[src/hw/cfg_hdr_pkg.sv]
/*
 * Constants, field positions and carrier types for the configuration
 * status and identification register slice.
 * Assumes byte offsets from the configuration decoder, dword aligned.
 */
package cfg_hdr_pkg;

	localparam logic [7:0]  OFS_CMD_STATUS   = 8'h04;
	localparam logic [7:0]  OFS_STATUS       = 8'h06;
	localparam logic [7:0]  OFS_REV_CLASS    = 8'h08;
	localparam logic [7:0]  OFS_REVISION     = 8'h08;
	localparam logic [7:0]  OFS_CLASS        = 8'h09;
	localparam logic [7:0]  OFS_CACHE_LINE   = 8'h0c;

	localparam int          BIT_PARITY       = 15;
	localparam int          BIT_SYSTEM_ERROR = 14;
	localparam int          BIT_MASTER_ABORT = 13;
	localparam int          BIT_TABORT_RX    = 12;
	localparam int          BIT_TABORT_TX    = 11;
	localparam int          BIT_MDATA_PAR    = 8;
	localparam int          CMD_BIT_PAR_RESP = 6;
	localparam int          CMD_BIT_SYS_DRV  = 8;

	localparam logic [1:0]  DEVSEL_MEDIUM    = 2'h1;
	localparam logic        B2B_VALUE        = 1'b0;
	localparam logic        USER_FEAT_VALUE  = 1'b0;
	localparam logic        HS_VALUE         = 1'b0;
	localparam logic        CAP_LIST_VALUE   = 1'b1;
	localparam logic [3:0]  RSVD_VALUE       = 4'h0;

	localparam logic [15:0] STATUS_RC_MASK   = 16'hf900;
	localparam logic [7:0]  CACHE_LINE_RESET = 8'h00;
	localparam logic [23:0] CLASS_CODE       = 24'h060700;

	typedef struct packed {
		logic        rd;
		logic        wr;
		logic [7:0]  addr;
		logic [3:0]  be;
		logic [31:0] wdata;
	} cfg_req_s;

	typedef struct packed {
		logic        addr_parity;
		logic        data_parity;
		logic        signaled_system_error_flag;
		logic        master_abort;
		logic        target_abort_rx;
		logic        target_abort_tx;
		logic        perr_seen;
		logic        was_master;
	} bus_event_s;

endpackage

[src/hw/cfg_status_ident_regs.sv]
/*
 * Status, revision, class code and cache line size registers of the
 * configuration header, reached by configuration accesses.
 * Assumes the bus interface decodes configuration cycles into cfg_req,
 * supplies command bits 8 and 6 and pulses the bus event inputs.
 */
// Functional notes
// (RULE_01) Set status bit 15 on any detected address or data parity error.
// (RULE_02) Set status bit 14 when system error is enabled and signalled.
// (RULE_03) Set status bit 13 when our master cycle ends in master abort.
// (RULE_04) Set status bit 12 when our master cycle is target aborted.
// (RULE_05) Set status bit 11 when we end a transaction with target abort.
// (RULE_06) Status bits 10 to 9 read fixed 01, medium select timing.
// (RULE_07) Set bit 8 on parity error seen while master with parity response on.
// (RULE_08) Status bit 7 reads zero, no fast back-to-back.
// (RULE_09) Status bit 6 reads zero, no user-definable features.
// (RULE_10) Status bit 5 reads zero, not high speed capable.
// (RULE_11) Status bit 4 reads one, capability list present.
// (RULE_12) Status bits 3 to 0 read zero.
// (RULE_13) Read-only revision byte at 08h, writes ignored.
// (RULE_14) Read-only class code at 09h reads 060700h.
// (RULE_15) Read/write cache line size byte at 0Ch, resets to 00h.
// (RULE_16) Writing one clears only that status bit; zero leaves it.
// (RULE_17) Command bit 8 enables error driver; address parity needs bits 8 and 6.
// (RULE_18) Hardware set wins over a same-cycle write-one clear.
module cfg_status_ident_regs #(
	parameter logic [7:0] SILICON_REV = 8'h01  // Arbitrary value
) (
	input  wire logic                    clk_sys,
	input  wire logic                    nrst,
	input  wire cfg_hdr_pkg::cfg_req_s   cfg_req,
	input  wire logic                    system_error_enable,
	input  wire logic                    parity_response_enable,
	input  wire cfg_hdr_pkg::bus_event_s bus_event,
	output logic [31:0]                  cfg_rdata,
	output logic                         cfg_rvalid,
	output logic                         system_error_out,
	output logic [15:0]                  bus_status_flags
);
	import cfg_hdr_pkg::*;

	logic        rst_meta_reg;
	logic        rst_sync_n_reg;
	logic [15:0] flags_reg;
	logic [15:0] flags_next;
	logic [7:0]  cache_line_length_reg;
	logic [7:0]  cache_line_length_next;
	logic [31:0] rdata_reg;
	logic [31:0] rdata_next;
	logic        rvalid_reg;
	logic        rvalid_next;
	logic        serr_reg;
	logic        serr_next;
	logic [15:0] set_vec;
	logic [15:0] clr_vec;
	logic [15:0] status_view;
	logic        addr_perr_report;

	function automatic logic hits(input logic [7:0] addr, input logic [7:0] ofs);
		hits = (addr[7:2] == ofs[7:2]);
	endfunction

	always_ff @(posedge clk_sys or negedge nrst)
	begin
		if (!nrst)
		begin
			rst_meta_reg   <= 1'b0;
			rst_sync_n_reg <= 1'b0;
		end
		else
		begin
			rst_meta_reg   <= 1'b1;
			rst_sync_n_reg <= rst_meta_reg;
		end
	end

	always_comb
	begin
		addr_perr_report = bus_event.addr_parity & system_error_enable
			& parity_response_enable; // RULE_17
		set_vec = 16'h0000;
		set_vec[BIT_PARITY]    = bus_event.addr_parity | bus_event.data_parity; // RULE_01
		set_vec[BIT_SYSTEM_ERROR] = system_error_enable
			& (bus_event.signaled_system_error_flag | addr_perr_report); // RULE_02
		set_vec[BIT_MASTER_ABORT] = bus_event.master_abort; // RULE_03
		set_vec[BIT_TABORT_RX] = bus_event.target_abort_rx; // RULE_04
		set_vec[BIT_TABORT_TX] = bus_event.target_abort_tx; // RULE_05
		set_vec[BIT_MDATA_PAR] = bus_event.perr_seen & bus_event.was_master
			& parity_response_enable; // RULE_07
		clr_vec = 16'h0000;
		if (cfg_req.wr && hits(cfg_req.addr, OFS_STATUS))
		begin
			clr_vec = {{8{cfg_req.be[3]}}, {8{cfg_req.be[2]}}}
				& cfg_req.wdata[31:16] & STATUS_RC_MASK; // RULE_16
		end
		flags_next = ((flags_reg & ~clr_vec) | set_vec) & STATUS_RC_MASK; // RULE_18
		serr_next  = set_vec[BIT_SYSTEM_ERROR]; // RULE_17
	end

	always_comb
	begin
		status_view = flags_reg;
		status_view[10:9] = DEVSEL_MEDIUM; // RULE_06
		status_view[7]    = B2B_VALUE; // RULE_08
		status_view[6]    = USER_FEAT_VALUE; // RULE_09
		status_view[5]    = HS_VALUE; // RULE_10
		status_view[4]    = CAP_LIST_VALUE; // RULE_11
		status_view[3:0]  = RSVD_VALUE; // RULE_12
	end

	always_comb
	begin
		cache_line_length_next = cache_line_length_reg;
		if (cfg_req.wr && cfg_req.be[0] && hits(cfg_req.addr, OFS_CACHE_LINE))
		begin
			cache_line_length_next = cfg_req.wdata[7:0]; // RULE_15
		end
		rvalid_next = cfg_req.rd;
		rdata_next  = 32'h0000_0000;
		if (cfg_req.rd)
		begin
			if (hits(cfg_req.addr, OFS_CMD_STATUS))
			begin
				rdata_next = {status_view, 16'h0000};
			end
			else if (hits(cfg_req.addr, OFS_REV_CLASS))
			begin
				rdata_next = {CLASS_CODE, SILICON_REV}; // RULE_13 RULE_14
			end
			else if (hits(cfg_req.addr, OFS_CACHE_LINE))
			begin
				rdata_next = {24'h00_0000, cache_line_length_reg};
			end
		end
	end

	always_ff @(posedge clk_sys or negedge rst_sync_n_reg)
	begin
		if (!rst_sync_n_reg)
		begin
			flags_reg             <= 16'h0000;
			cache_line_length_reg <= CACHE_LINE_RESET;
			rdata_reg             <= 32'h0000_0000;
			rvalid_reg            <= 1'b0;
			serr_reg              <= 1'b0;
		end
		else
		begin
			flags_reg             <= flags_next;
			cache_line_length_reg <= cache_line_length_next;
			rdata_reg             <= rdata_next;
			rvalid_reg            <= rvalid_next;
			serr_reg              <= serr_next;
		end
	end

	assign cfg_rdata        = rdata_reg;
	assign cfg_rvalid       = rvalid_reg;
	assign system_error_out = serr_reg;
	assign bus_status_flags = status_view;

endmodule

[config.mk]
export PLATFORM = sky130hd
export DESIGN_NAME = cfg_status_ident_regs
export DESIGN_NICKNAME = d
export VERILOG_FILES = /design/src/hw/cfg_hdr_pkg.sv /design/src/hw/cfg_status_ident_regs.sv
export SDC_FILE = /design/constraint.sdc
export NUM_CORES = 1
export LEC_CHECK = 0
export ABC_AREA = 1
export BUFFER_PORTS_ARGS = -buffer_cell sky130_fd_sc_hd__clkbuf_2
export CAP_MARGIN = 30
export CORE_MARGIN = 8
export CORE_UTILIZATION = 25
export CTS_CLUSTER_DIAMETER = 80
export DETAILED_ROUTE_END_ITERATION = 8
export SETUP_SLACK_MARGIN = 0.5
export SLEW_MARGIN = 20
export SYNTH_ARGS = -nofsm -noshare
export SYNTH_HDL_FRONTEND = slang
export SYNTH_SLANG_ARGS = --single-unit
[constraint.sdc]
create_clock -name clk_sys -period 2.3 [get_ports clk_sys]
set_input_delay 0.23 -clock clk_sys [delete_from_list [all_inputs] [get_ports clk_sys]]
set_output_delay 0.23 -clock clk_sys [all_outputs]
set_load 0.05 [all_outputs]
==> impl_metrics.json <==
{
  "grtUsageTotal_pct": 7.91,
  "hold_depth": 3,
  "area_growth_pct": 26.6,
  "nNetsFinal": 297,
  "finalPower_w": 0.00140,
  "cts_buffers": 5,
  "vdd_drop_max_mv": 0.353,
  "post-route-period-util_pct": 51.4,
  "final-max-slew-violation-count": 0,
  "drtIter0Drc": 76,
  "die_area_mm2": 0.00935,
  "htree_num_levels": 2,
  "met1_length_mm": 1.45,
  "dp_slack_ns": 1.03,
  "final_cell_mix": "clkbuf_2, nand2_1, dfrtp_1",
  "clockBufferDepth": 2,
  "cpMaxStageDelayCell": "dfrtp_1",
  "maxCapViolations": 0,
  "yosysWarnings": 0,
  "num_rows": 29,
  "hp-class": "in -> reg",
  "ys_seq_area_share_pct": 53.8,
  "setup_viol": 0,
  "worst-path-buf-inv": 1,
  "cp_cell_sequence": "clkbuf_2",
  "p_leak_nw": 1.26,
  "pin_count": 108,
  "power_density_mw_per_mm2": 678,
  "fin_ws_ns": 1.12,
  "stdcell_area_mm2": 0.00206,
  "status": "complete, no violations",
  "crit_family": "flip-flops",
  "die_w_um": 96.7,
  "worstSkewPairLatency_ns": 0.28,
  "period_minus_slack_ns": 1.18,
  "critPathMaxStageDelay_ns": 0.38,
  "worst-path-max-fanout": 3,
  "clkSlewWorstSetupHoldPaths_ns": 0.07,
  "cp-end-kind": "primary output",
  "start_util_pct": 25.8,
  "cts_sinks": 35,
  "coreArea_mm2": 0.00631,
  "wirelength_mm": 3.63,
  "vias": 1211,
  "timing.rr.start": "cache_line_length_reg[0]",
  "min-delay-start": "bus_event[6]",
  "r2r_cells": 2,
  "synth_top_area_share_pct": 53.8,
  "cp_data_arrival_time_ns": 0.95,
  "setup-tns-final_ns": 0,
  "cts_resized": 0,
  "antennaDiodeCount": 0,
  "routedWlPerCell_um": 11.4,
  "gp_congestion": 0.724,
  "placed_cell_area_mm2": 0.00193,
  "portBuffers": 63,
  "postSynthRegisterBits": 35,
  "grt_overflow_total": 0,
  "yosys-top-cells-area": "dfrtp_1, buf_4, nand2_1, inv_1, nor2_2",
  "cp.required_ns": 2.07,
  "grt_pass1_wl_mm": 6.07,
  "tritoncts": "built",
  "syn_avg_cell_area_um2": 9.46,
  "clockRootBuffer": "clkbuf_8",
  "rsz0062_at_grt": "no",
  "setup.worst_path.start_class": "flop",
  "dr_wl_met2_mm": 1.74,
  "drt-pass1-iter-count": 4,
  "r2r_setup_slack_ns": 1.55,
  "synth_top_area_cell": "dfrtp_1",
  "min_delay_worst_endpoint": "flags_reg[15]",
  "highest_layer": "met4",
  "synthFlopType": "dfrtp_1",
  "detail_route.vias_per_cell": 3.82,
  "met3_length_um": 334,
  "post-dp-hpwl_mm": 2.95,
  "postSynthCellCount": 172,
  "final_antenna_net_count": 0,
  "async_flop_share_pct": 100,
  "grt_pass1_vias": 1345,
  "grt_max_degree": 34,
  "drive_gt1_share_pct": 40.4,
  "hold_viol": 0,
  "dieHeight_um": 96.7,
  "drc": 0,
  "timing.rr.end": "cfg_rdata[0]",
  "synth_cell_type_count": 18,
  "antenna_found_initial": 0,
  "largest_reg_flops": 17,
  "layout_commonest_cell": "clkbuf_2",
  "fin_skew_ns": 0.0108,
  "netlist_area_mm2": 0.00163,
  "max_freq_ghz": 0.845,
  "synth-edff-count": 0,
  "path_class": "reg -> out"
}
-- per-stage QoR --
stage               hold WS (ns)  std cells  utilization [%]
floorplan                -0.0656        193                -
global route               0.123        317             32.6
global placement          0.0180        308             30.6
CTS                        0.121        317             32.6
finish                     0.126        317             32.6
detailed placement        0.0211        308             30.6
-- layout make-up --
type | count | area [um^2]
Fill cell | 692 | 4250
Sequential cell | 35 | 876
Multi-Input combinational cell | 103 | 529
Timing Repair Buffer | 65 | 333
Inverter | 29 | 109
Tap cell | 77 | 96.3
Clock buffer | 6 | 82.6
Clock inverter | 2 | 35.0
-- where the power goes --
part / internal (W) / total (W) / switching, W
combinational: 0.0000394 / 0.000192 / 0.000152
clock: 0.000351 / 0.000566 / 0.000215
sequential: 0.000632 / 0.000639 / 0.00000714
-- metal layers --
| metal | global-route usage (%) | up-vias |
|---|---|---|
| met5 | 0 | - |
| met4 | 4.38 | 0 |
| met3 | 3.77 | 8 |
| met2 | 12.9 | 52 |
| met1 | 8.18 | 546 |
| li1 | - | 605 |
-- how the worst max path moves through the flow --
| stage | endpoint | depth (start not counted) | slack (ns) | from |
|---|---|---|---|---|
| after global placement | flags_reg[14] | 6 | 1.05 | cfg_req[38] |
| final | bus_status_flags[8] | 1 | 1.12 | flags_reg[8] |
| after floorplan | cfg_rdata[17] | 1 | 1.15 | cfg_rdata[26] |
| after detailed placement | flags_reg[14] | 6 | 1.03 | cfg_req[38] |
| after CTS | bus_status_flags[8] | 1 | 1.10 | flags_reg[8] |
| after global routing | cfg_rdata[17] | 1 | 1.07 | cfg_rdata[26] |
-- repair_timing --
action,CTS,global route
hold endpoints to repair,2,0
hold buffers,1,0
setup buffers,0,0
-- logic make-up (layout without fill, tap and decap cells) --
kind of cell / after synthesis / count (layout) / share of synthesized area, %
compound gates: 3 / 3 / 1.23
buf+inv: 55 / 102 / 18.5
other cells: 2 / 23 / 0.461
flops: 35 / 35 / 53.8
simple gates: 77 / 77 / 26.0
-- cell usage after synthesis (2+ instances only) --
library cell,number
buf_4,25
conb_1,2
dfrtp_1,35
inv_1,25
inv_2,4
nand2_1,37
nand2_4,2
nand3_1,8
nand3_4,2
nand4_1,8
nor2_1,3
nor2_2,15
Power figures use the tool's default switching activity.
